--- src/inc/pbm_pkg.sv ---
package pbm_pkg;
   // ********************************
   // register byte addresses
   // ********************************
   localparam logic [15:0] ADDR_PORT0_DIR      = 16'hFF60;
   localparam logic [15:0] ADDR_PORT1_DIR      = 16'hFF61;
   localparam logic [15:0] ADDR_PORT0_DATA     = 16'hFF62;
   localparam logic [15:0] ADDR_PORT1_DATA     = 16'hFF63;
   localparam logic [15:0] ADDR_FLOAT_A        = 16'hFF70;
   localparam logic [15:0] ADDR_FLOAT_GRP2     = 16'hFF71;
   localparam logic [15:0] ADDR_FLOAT_GRP3     = 16'hFF72;
   localparam logic [15:0] ADDR_GRP0_DATA      = 16'hFF73;
   localparam logic [15:0] ADDR_GRP1_DATA      = 16'hFF74;
   localparam logic [15:0] ADDR_GRP2_DATA      = 16'hFF75;
   localparam logic [15:0] ADDR_GRP3_DATA      = 16'hFF76;
   localparam logic [15:0] ADDR_RESERVED       = 16'hFF77;
   localparam logic [15:0] ADDR_GRP5_DATA      = 16'hFF78;
   localparam logic [15:0] ADDR_BUS_MODE       = 16'hFF7C;
   localparam logic [15:0] ADDR_EXT_ADDR       = 16'hFF80;
   localparam logic [15:0] ADDR_EXT_CTRL       = 16'hFF84;
   // ********************************
   // reset values
   // ********************************
   localparam logic [7:0] RST_DIR       = 8'h00;
   localparam logic [7:0] RST_DATA      = 8'hFF;
   localparam logic [7:0] RST_FLOAT     = 8'h00;
   localparam logic [7:0] RST_GRP5      = 8'h02;
   localparam logic [7:0] GRP5_MASK     = 8'h03;
   // strap is taken once it has crossed both synchroniser stages
   localparam logic [1:0] STRAP_WAIT    = 2'h2;
   // ********************************
   // field positions
   // ********************************
   localparam int GRP5_P1_FLOAT_BIT = 7;
   localparam int GRP5_P0_FLOAT_BIT = 6;
   localparam int EXT_CTRL_RD_BIT   = 0;
   localparam int EXT_CTRL_WR_BIT   = 1;
   localparam int EXT_CTRL_DOE_BIT  = 2;
   // ********************************
   // bus modes
   // ********************************
   typedef enum logic [1:0] {
      PBM_SINGLE  = 2'h0,
      PBM_EXP64   = 2'h1,
      PBM_EXP512N = 2'h2,
      PBM_EXP512X = 2'h3
   } pbm_mode_type;
   typedef struct packed {
      logic [18:0] addr;
      logic [7:0]  wdata;
      logic        rd;
      logic        wr;
      logic        doe;
   } pbm_ext_type;
endpackage

--- src/hdl/pbm_port_bank.sv ---
`timescale 1ns/1ns
// Overview of operation
// each bidirectional port pin has a direction bit, 1 output, reset 0
// each bidirectional port pin has a data bit, reset 1
// groups 0 and 1 float per nibble, bit set floats, reset 0
// group 2 pins each have a float bit, reset 0
// group 3 pins each have a float bit, reset 0
// group 5 float bits at bits 7,6; bits 5,4 spare storage
// groups 0 to 3 output data bits, reset 1
// group 5 data in bits 1,0 reset 1,0; upper bits read 0
// mode 11 512K max, 10 512K min, 01 64K, 00 single chip
// mode 00 is single chip only from internal program memory
// internal program operation resets into single chip mode
// external program operation resets into the strapped expanded mode
// software from internal memory sets expanded mode at start-up
// software picks the bus mode to fit external memory size
// expanded modes: groups 0,1 address A0-A15; 512K adds A16-A18
// expanded modes: group 2 pins 3,4 strobes, port 0 data bus
// eight spare storage bits reset to 1
// unused external program: strap recommended 512K maximum
// output port pin drives its data; input pin reads its level
// pins taken by the bus ignore port data, direction and float
module pbm_port_bank #(
   parameter logic [1:0] MASK_MODE = 2'h3
) (
   input  wire logic        clk_in,
   input  wire logic        rstn_in,
   input  wire logic        psel_in,
   input  wire logic        penable_in,
   input  wire logic        pwrite_in,
   input  wire logic [15:0] paddr_in,
   input  wire logic [31:0] pwdata_in,
   output logic      [31:0] prdata_out,
   output logic             pready_out,
   output logic             pslverr_out,
   input  wire logic        ext_prog_in,
   input  wire logic [7:0]  port0_pin_in,
   input  wire logic [7:0]  port1_pin_in,
   output logic      [7:0]  port0_out,
   output logic      [7:0]  port0_oe_out,
   output logic      [7:0]  port1_out,
   output logic      [7:0]  port1_oe_out,
   output logic      [31:0] rout_out,
   output logic      [31:0] rout_oe_out,
   output logic      [1:0]  grp5_out,
   output logic      [1:0]  grp5_oe_out,
   output logic      [1:0]  mode_out
);
   // ********************************
   // pin synchronisers and strap
   // ********************************
   logic [7:0] p0_meta_ff, p0_sync_ff, p1_meta_ff, p1_sync_ff;
   logic       ext_meta_ff, ext_sync_ff;
   always_ff @(posedge clk_in or negedge rstn_in) begin
      if (!rstn_in) begin
         p0_meta_ff  <= 8'h00;
         p0_sync_ff  <= 8'h00;
         p1_meta_ff  <= 8'h00;
         p1_sync_ff  <= 8'h00;
         ext_meta_ff <= 1'b0;
         ext_sync_ff <= 1'b0;
      end else begin
         p0_meta_ff  <= port0_pin_in;
         p0_sync_ff  <= p0_meta_ff;
         p1_meta_ff  <= port1_pin_in;
         p1_sync_ff  <= p1_meta_ff;
         ext_meta_ff <= ext_prog_in;
         ext_sync_ff <= ext_meta_ff;
      end
   end

   // strap is latched once after reset release, then held
   logic [1:0] boot_ff;
   logic       strap_done_ff;
   logic [1:0] strap_cnt_ff;
   logic       ext_prog_ff;
   // ********************************
   // registers
   // ********************************
   logic [7:0] dir0_ff, dir1_ff, dat0_ff, dat1_ff;
   logic [7:0] flt_a_ff, flt2_ff, flt3_ff;
   logic [7:0] r0_ff, r1_ff, r2_ff, r3_ff, spare_ff, r5_ff;
   logic [1:0] mode_sel_ff;
   logic [18:0] ext_addr_ff;
   logic [7:0]  ext_wdata_ff;
   logic [2:0]  ext_ctrl_ff;
   logic [7:0]  ext_rdata_ff;
   pbm_pkg::pbm_mode_type eff_mode;
   logic expanded, big;
   logic wr_en, rd_en;

   assign wr_en = psel_in & penable_in & pwrite_in;
   assign rd_en = psel_in & penable_in & ~pwrite_in;

   always_ff @(posedge clk_in or negedge rstn_in) begin
      if (!rstn_in) begin
         strap_cnt_ff  <= 2'h0;
         strap_done_ff <= 1'b0;
         ext_prog_ff   <= 1'b0;
      end else if (!strap_done_ff) begin
         // the synchroniser still holds its reset value for two edges
         strap_cnt_ff <= strap_cnt_ff + 2'h1;
         if (strap_cnt_ff == pbm_pkg::STRAP_WAIT) begin
            strap_done_ff <= 1'b1;
            ext_prog_ff   <= ext_sync_ff;
         end
      end
   end

   always_ff @(posedge clk_in or negedge rstn_in) begin
      if (!rstn_in) begin
         dir0_ff  <= pbm_pkg::RST_DIR;
         dir1_ff  <= pbm_pkg::RST_DIR;
         dat0_ff  <= pbm_pkg::RST_DATA;
         dat1_ff  <= pbm_pkg::RST_DATA;
         flt_a_ff <= pbm_pkg::RST_FLOAT;
         flt2_ff  <= pbm_pkg::RST_FLOAT;
         flt3_ff  <= pbm_pkg::RST_FLOAT;
         r0_ff    <= pbm_pkg::RST_DATA;
         r1_ff    <= pbm_pkg::RST_DATA;
         r2_ff    <= pbm_pkg::RST_DATA;
         r3_ff    <= pbm_pkg::RST_DATA;
         spare_ff <= pbm_pkg::RST_DATA;
         r5_ff    <= pbm_pkg::RST_GRP5;
         mode_sel_ff  <= pbm_pkg::PBM_SINGLE;
         ext_addr_ff  <= 19'h00000;
         ext_wdata_ff <= 8'h00;
         ext_ctrl_ff  <= 3'h0;
      end else if (wr_en) begin
         case (paddr_in)
            pbm_pkg::ADDR_PORT0_DIR:  dir0_ff  <= pwdata_in[7:0];
            pbm_pkg::ADDR_PORT1_DIR:  dir1_ff  <= pwdata_in[7:0];
            pbm_pkg::ADDR_PORT0_DATA: dat0_ff  <= pwdata_in[7:0];
            pbm_pkg::ADDR_PORT1_DATA: dat1_ff  <= pwdata_in[7:0];
            pbm_pkg::ADDR_FLOAT_A:    flt_a_ff <= pwdata_in[7:0];
            pbm_pkg::ADDR_FLOAT_GRP2: flt2_ff  <= pwdata_in[7:0];
            pbm_pkg::ADDR_FLOAT_GRP3: flt3_ff  <= pwdata_in[7:0];
            pbm_pkg::ADDR_GRP0_DATA:  r0_ff    <= pwdata_in[7:0];
            pbm_pkg::ADDR_GRP1_DATA: begin
               r1_ff <= pwdata_in[7:0];
            end
            pbm_pkg::ADDR_GRP2_DATA: begin
               r2_ff <= pwdata_in[7:0];
            end
            pbm_pkg::ADDR_GRP3_DATA: begin
               r3_ff <= pwdata_in[7:0];
            end
            pbm_pkg::ADDR_RESERVED: begin
               spare_ff <= pwdata_in[7:0];
            end
            pbm_pkg::ADDR_GRP5_DATA: begin
               r5_ff <= pwdata_in[7:0] & pbm_pkg::GRP5_MASK;
            end
            pbm_pkg::ADDR_BUS_MODE: begin
               mode_sel_ff <= pwdata_in[1:0];
            end
            pbm_pkg::ADDR_EXT_ADDR: begin
               ext_addr_ff <= pwdata_in[18:0];
            end
            pbm_pkg::ADDR_EXT_CTRL: begin
               ext_ctrl_ff  <= pwdata_in[2:0];
               ext_wdata_ff <= pwdata_in[15:8];
            end
            default: begin
            end
         endcase
      end
   end

   // ********************************
   // mode decode
   // ********************************
   always_comb begin
      if (!strap_done_ff) begin
         eff_mode = pbm_pkg::PBM_SINGLE;
      end else if (mode_sel_ff == 2'h0 && ext_prog_ff) begin
         eff_mode = pbm_pkg::pbm_mode_type'(MASK_MODE);
      end else begin
         eff_mode = pbm_pkg::pbm_mode_type'(mode_sel_ff);
      end
   end
   assign expanded = (eff_mode != pbm_pkg::PBM_SINGLE);
   assign big = (eff_mode == pbm_pkg::PBM_EXP512N)
              | (eff_mode == pbm_pkg::PBM_EXP512X);

   // ********************************
   // pin drive
   // ********************************
   pbm_pkg::pbm_ext_type ext;
   logic [31:0] nxt_rout, nxt_rout_oe;
   logic [7:0]  flt0, flt1;
   assign ext = '{addr: ext_addr_ff, wdata: ext_wdata_ff,
                  rd: ext_ctrl_ff[pbm_pkg::EXT_CTRL_RD_BIT],
                  wr: ext_ctrl_ff[pbm_pkg::EXT_CTRL_WR_BIT],
                  doe: ext_ctrl_ff[pbm_pkg::EXT_CTRL_DOE_BIT]};
   assign flt0 = {{4{flt_a_ff[1]}}, {4{flt_a_ff[0]}}};
   assign flt1 = {{4{flt_a_ff[3]}}, {4{flt_a_ff[2]}}};

   always_comb begin
      nxt_rout    = {r3_ff, r2_ff, r1_ff, r0_ff};
      nxt_rout_oe = ~{flt3_ff, flt2_ff, flt1, flt0};
      if (expanded) begin
         // bus owned pins always drive, float bits ignored
         nxt_rout[15:0]    = ext.addr[15:0];
         nxt_rout_oe[15:0] = 16'hFFFF;
         nxt_rout[19]      = ~ext.rd;
         nxt_rout[20]      = ~ext.wr;
         nxt_rout_oe[20:19] = 2'h3;
      end
      if (big) begin
         nxt_rout[18:16]    = ext.addr[18:16];
         nxt_rout_oe[18:16] = 3'h7;
      end
   end

   always_ff @(posedge clk_in or negedge rstn_in) begin
      if (!rstn_in) begin
         rout_out     <= 32'hFFFFFFFF;
         rout_oe_out  <= 32'hFFFFFFFF;
         grp5_out     <= 2'h2;
         grp5_oe_out  <= 2'h3;
         port0_out    <= 8'hFF;
         port0_oe_out <= 8'h00;
         port1_out    <= 8'hFF;
         port1_oe_out <= 8'h00;
         mode_out     <= 2'h0;
         ext_rdata_ff <= 8'h00;
      end else begin
         rout_out    <= nxt_rout;
         rout_oe_out <= nxt_rout_oe;
         grp5_out    <= r5_ff[1:0];
         grp5_oe_out <= ~{flt_a_ff[pbm_pkg::GRP5_P1_FLOAT_BIT],
                          flt_a_ff[pbm_pkg::GRP5_P0_FLOAT_BIT]};
         port1_out    <= dat1_ff;
         port1_oe_out <= dir1_ff;
         mode_out     <= eff_mode;
         if (expanded) begin
            port0_out    <= ext.wdata;
            port0_oe_out <= {8{ext.doe}};
            ext_rdata_ff <= p0_sync_ff;
         end else begin
            port0_out    <= dat0_ff;
            port0_oe_out <= dir0_ff;
         end
      end
   end

   // ********************************
   // apb read side
   // ********************************
   logic [7:0] rd_mux;
   logic       hit;
   always_comb begin
      hit = 1'b1;
      case (paddr_in)
         pbm_pkg::ADDR_PORT0_DIR:  rd_mux = dir0_ff;
         pbm_pkg::ADDR_PORT1_DIR:  rd_mux = dir1_ff;
         // input pins read their level, outputs their latch
         pbm_pkg::ADDR_PORT0_DATA:
            rd_mux = (dir0_ff & dat0_ff) | (~dir0_ff & p0_sync_ff);
         pbm_pkg::ADDR_PORT1_DATA:
            rd_mux = (dir1_ff & dat1_ff) | (~dir1_ff & p1_sync_ff);
         pbm_pkg::ADDR_FLOAT_A:    rd_mux = flt_a_ff;
         pbm_pkg::ADDR_FLOAT_GRP2: rd_mux = flt2_ff;
         pbm_pkg::ADDR_FLOAT_GRP3: rd_mux = flt3_ff;
         pbm_pkg::ADDR_GRP0_DATA:  rd_mux = r0_ff;
         pbm_pkg::ADDR_GRP1_DATA:  rd_mux = r1_ff;
         pbm_pkg::ADDR_GRP2_DATA:  rd_mux = r2_ff;
         pbm_pkg::ADDR_GRP3_DATA:  rd_mux = r3_ff;
         pbm_pkg::ADDR_RESERVED:   rd_mux = spare_ff;
         pbm_pkg::ADDR_GRP5_DATA:  rd_mux = r5_ff & pbm_pkg::GRP5_MASK;
         pbm_pkg::ADDR_BUS_MODE:   rd_mux = {6'h00, mode_sel_ff};
         pbm_pkg::ADDR_EXT_CTRL:   rd_mux = ext_rdata_ff;
         default: begin
            rd_mux = 8'h00;
            hit    = (paddr_in == pbm_pkg::ADDR_EXT_ADDR);
         end
      endcase
   end

   // answer registered at setup, so it stands through the access phase
   always_ff @(posedge clk_in or negedge rstn_in) begin
      if (!rstn_in) begin
         prdata_out  <= 32'h00000000;
         pready_out  <= 1'b0;
         pslverr_out <= 1'b0;
      end else begin
         pready_out  <= psel_in & ~penable_in;
         pslverr_out <= psel_in & ~penable_in & ~hit;
         if (psel_in & ~penable_in & ~pwrite_in) begin
            prdata_out <= {24'h000000, rd_mux};
         end
      end
   end

   // ********************************
   // checks
   // ********************************
   property p_mode_reset;
      @(posedge clk_in) disable iff (!rstn_in)
      $rose(strap_done_ff) && !ext_prog_ff |=> mode_out == 2'h0;
   endproperty
   a_mode_reset: assert property (p_mode_reset)
      else $error("internal program did not start in single chip");

   property p_strap_mode;
      @(posedge clk_in) disable iff (!rstn_in)
      strap_done_ff && ext_prog_ff && mode_sel_ff == 2'h0
      |=> mode_out == MASK_MODE;
   endproperty
   a_strap_mode: assert property (p_strap_mode)
      else $error("external program mode 00 not mapped to strap mode");

   property p_addr_drive;
      @(posedge clk_in) disable iff (!rstn_in)
      expanded |=> rout_out[15:0] == $past(ext.addr[15:0])
                   && rout_oe_out[15:0] == 16'hFFFF;
   endproperty
   a_addr_drive: assert property (p_addr_drive)
      else $error("address lines not driven in expanded mode");

   property p_hi_addr;
      @(posedge clk_in) disable iff (!rstn_in)
      !big |=> rout_out[18:16] == $past(r2_ff[2:0]);
   endproperty
   a_hi_addr: assert property (p_hi_addr)
      else $error("group 2 low pins not port outside 512K");

   property p_strobe;
      @(posedge clk_in) disable iff (!rstn_in)
      expanded && ext.rd |=> rout_out[19] == 1'b0;
   endproperty
   a_strobe: assert property (p_strobe)
      else $error("read strobe not active low");

   property p_port_dir;
      @(posedge clk_in) disable iff (!rstn_in)
      !expanded |=> port0_oe_out == $past(dir0_ff)
                    && port0_out == $past(dat0_ff);
   endproperty
   a_port_dir: assert property (p_port_dir)
      else $error("port 0 does not follow direction and data");

   property p_nibble;
      @(posedge clk_in) disable iff (!rstn_in)
      !expanded && flt_a_ff[0] |=> rout_oe_out[3:0] == 4'h0;
   endproperty
   a_nibble: assert property (p_nibble)
      else $error("group 0 low nibble not floated");

   property p_grp5_float;
      @(posedge clk_in) disable iff (!rstn_in)
      flt_a_ff[7] |=> !grp5_oe_out[1];
   endproperty
   a_grp5_float: assert property (p_grp5_float)
      else $error("group 5 pin 1 not floated");

   property p_grp5_upper;
      @(posedge clk_in) disable iff (!rstn_in)
      psel_in && !penable_in && !pwrite_in
      && paddr_in == pbm_pkg::ADDR_GRP5_DATA |=> prdata_out[7:2] == 6'h00;
   endproperty
   a_grp5_upper: assert property (p_grp5_upper)
      else $error("group 5 upper bits not zero");
endmodule

--- config.mk ---
export PLATFORM = sky130hd
export DESIGN_NAME = pbm_port_bank
export DESIGN_NICKNAME = d
export VERILOG_FILES = /design/src/inc/pbm_pkg.sv /design/src/hdl/pbm_port_bank.sv
export SDC_FILE = /design/constraint.sdc
export NUM_CORES = 1
export LEC_CHECK = 0
export BUFFER_PORTS_ARGS = -buffer_cell sky130_fd_sc_hd__buf_2
export CAP_MARGIN = 0
export CORE_MARGIN = 5
export CORE_UTILIZATION = 40
export CTS_BUF_LIST = sky130_fd_sc_hd__clkbuf_8
export DETAILED_ROUTE_END_ITERATION = 10
export SYNTH_ARGS = -nofsm -noshare
export SYNTH_HDL_FRONTEND = slang
export SYNTH_SLANG_ARGS = --single-unit
export TNS_END_PERCENT = 50
--- constraint.sdc ---
create_clock -name clk_in -period 4.75 [get_ports clk_in]
set_clock_uncertainty 0.2 [all_clocks]
set_input_delay 0.2375 -clock clk_in [delete_from_list [all_inputs] [get_ports clk_in]]
set_output_delay 0.2375 -clock clk_in [all_outputs]
set_load 0.05 [all_outputs]
==> impl_metrics.toml <==
[synthesis]
synth_edf_count = 0
synth.avg_cell_area_um2 = 13.2
synth_top_area_share_pct = 33.0
ys_ff_latch = 276
synth_cell_types = 66
synth_area_leaders = "dfrtp_1 33%, dfstp_2 30%, mux2_2 15%, nand2_1 4.9%, buf_4 2.4%"
synth-main-ff-cell = "dfrtp_1"
synthArstFlopShare_pct = 100
synth_area_um2 = 11200
yosys.area.top_type = "dfrtp_1"
ys_warn_count = 0
ys_seq_area_share_pct = 63.0
syn_inst = 851

[floorplanning]
chipHeight_um = 177
core_area_um2 = 27700
io_pins = 206
initial_core_util_pct = 40.5
die_w_um = 177
dieArea_um2 = 31500
rows = 61

[power_and_ir_drop]
ir_drop_mv = 0.211
p_leak_nw = 6.46
pwr-share-seq_pct = 51.7
p_sw_share_pct = 24.8
power_density_nw_per_um2 = 345
power.share.clock_pct = 41.7
power.switching_mw = 1.15
internal_power_mw = 3.50
total_power_mw = 4.66
pwr-share-comb_pct = 6.5

[worst_setup_path]
regToRegStartpoint = "ext_prog_ff"
startpoint = "ext_prog_ff"
cp_slowest_cell = "nor2b_2"
crit_fanout = 21
slowest_delay_ns = 0.84
start_kind = "flop"
critical_path_class = "flop to flop"
worstPathRequired_ns = 5.03
arrival_ns = 3.21
critPathCaptureType = "flop"
path_cells = "nor2b_1 -> o21ai_1 -> nor2b_2 -> buf_4 -> buf_4 -> nand2_1 -> nand2_1"
r2r_slack_ns = 1.81

[sta]
worst_pin_slew_ns = 1.13
finalHoldViolCount = 0
setup_tns_ns = 0
setup_viol = 0
period_share_pct = 61.8
slew_violations = 0
rsz0062_at_grt = "false"
setup_slack_ns = 1.81
relSlewSlack_pct = 24.1
min_period_ns = 2.94
fmax_mhz = 341

[placement]
pre_cts_ws_ns = 1.80
hpwl_um = 21600
gp_congestion = 0.921
placed_area_um2 = 12300
io_buffers = 168

[clocking]
clk_pin_slew_ns = 0.06
cts-resized-gates = 0
cts_tree = "built"
cts_max_level = 2
clockBufferDepth = 3
clkLatencyLatePin_ns = 0.55
root_buffer = "clkbuf_8"
cts_buffers = 46
cts.sinks = 276

[routing]
drtPass1Iterations = 5
drtIter0Drc = 592
final_antenna_net_count = 0
drc = 0
wl_per_cell_um = 21.0
wirelength_um = 31000
vias = 7449
routed_via_density = 5.05

[global_route]
grt_pass1_vias = 7682
grt_max_degree = 103
grt_pass1_wl_um = 47200
antenna_found_initial = 1
gr-total-overflow = 0
grt_use_total_pct = 19.7

[layout]
drive_gt1_share_pct = 48.8
seqCellArea_um2 = 7070
nets = 1132
fillers = 2539
multi_input_area_um2 = 3740
largest_reg_flops = 32
regMostFlops = "rout_out"
stdcell_area_um2 = 13500
reg.largest.list = "rout_out (32), rout_oe_out (20), ext_addr_ff (19)"
diodes = 0
area_growth_pct = 20.3

[hold_path]
hp-class = "input port to flop"
hold_start = "pwdata_in[3]"

[outcome]
status = "completed"

[run]
drv_cap = 0
[path summary, 6_finish.rpt]
path | cells past startpoint | end
setup / recovery | 7 | port0_oe_out[7]
hold / removal | 2 | dat1_ff[3]
setup reg to reg | 7 | port0_oe_out[7]
hold reg to reg | 0 | p0_sync_ff[3]
max in group asynchronous | 3 | rout_out[10]
min in group asynchronous | 2 | p1_sync_ff[0]
[cell usage after synthesis (5+ instances only)]
master    count
o21ai_0       5
a22oi_1      10
nand3_1       9
dfrtp_1     148
mux2_2      146
and3_1        7
a21oi_1      12
buf_4        36
a221oi_1      5
inv_1        19
a31oi_1       6
nor2b_1       7
nor3_1        7
nand2_1     146
mux2_4        8
a211oi_1      5
buf_2         6
a22o_1        7
nor2_1       19
nand2_2       5
clkbuf_1     23
nor4_1        8
dfstp_2     128
nand2b_1      5
[cell type report]
cell class | count | area share, %
multi-input cells | 508 | 27.7
well taps | 378 | 3.51
flip-flops and latches | 276 | 52.4
inverters | 19 | 0.529
clock inverters | 34 | 1.21
repair buffers | 210 | 9.44
clock buffers | 51 | 5.20
[power by group through the flow]
stage | Clock [mW] | Sequential (mW) | Combinational [mW]
6_report | 1.94 | 2.41 | 0.305
5_1_grt | 2.13 | 2.41 | 0.329
4_1_cts | 2.01 | 2.41 | 0.306
3_5_place_dp | 0 | 2.45 | 0.285
3_3_place_gp | 0 | 2.44 | 0.284
2_1_floorplan | 0 | 2.48 | 0.130
[kinds of logic (layout without fill, tap and decap cells)]
group | Yosys count | count (layout) | synth area share, %
AOI/OAI and AO/OA | 73 | 73 | 4.79
xor gates and xnor gates | 1 | 1 | 0.0781
adders and majority gates | 1 | 1 | 0.112
buffers and inverters | 90 | 314 | 4.42
DFF | 276 | 276 | 63.0
muxes | 159 | 159 | 16.3
other | 1 | 24 | 0.0334
and+or+nand+nor | 250 | 250 | 11.3
[stage by stage]
step                utilization, %  instances  hold WS [ns]
floorplan                        -        874        -0.258
global placement              44.4       1358         0.133
detailed placement            44.4       1358         0.124
CTS                           48.7       1476      0.000451
global route                  48.7       1476        0.0167
finish                        48.7       1476        0.0286
[worst max-delay path: cells and delay by family (launching register included)]
| kind | cells | cell delay (ns) |
|---|---|---|
| DFF | 1 | 0.38 |
| and+or+nand+nor | 4 | 1.12 |
| AOI/OAI and AO/OA | 1 | 0.59 |
| buffers and inverters | 2 | 0.54 |
[placed cells by master (no fill, tap or decap), types with 6 or more instances in the layout]
master	instances
a22o_1	7
nor4_1	8
nand2_1	146
dfrtp_1	148
mux2_2	146
dfstp_2	128
inv_1	48
nor2b_1	6
nor2_1	19
buf_4	7
mux2_4	8
nor3_1	7
clkbuf_8	51
and3_1	7
dlygate4sd3_1	33
a22oi_1	10
buf_2	167
a21oi_1	12
conb_1	24
nand3_1	9
a31oi_1	6
[routing by layer]
layer	wire length (um)	vias up	global-route usage, %
met3	1930	44	3.45
met1	13900	3800	28.3
li1	-	3334	-
met4	651	2	5.00
met2	14500	269	31.4
met5	7	-	0
[what timing repair did]
action | CTS | global route
hold endpoints to repair | 144 | 0
hold buffers | 33 | 0
setup buffers | 0 | 0
(Power assumes the default switching activity.)
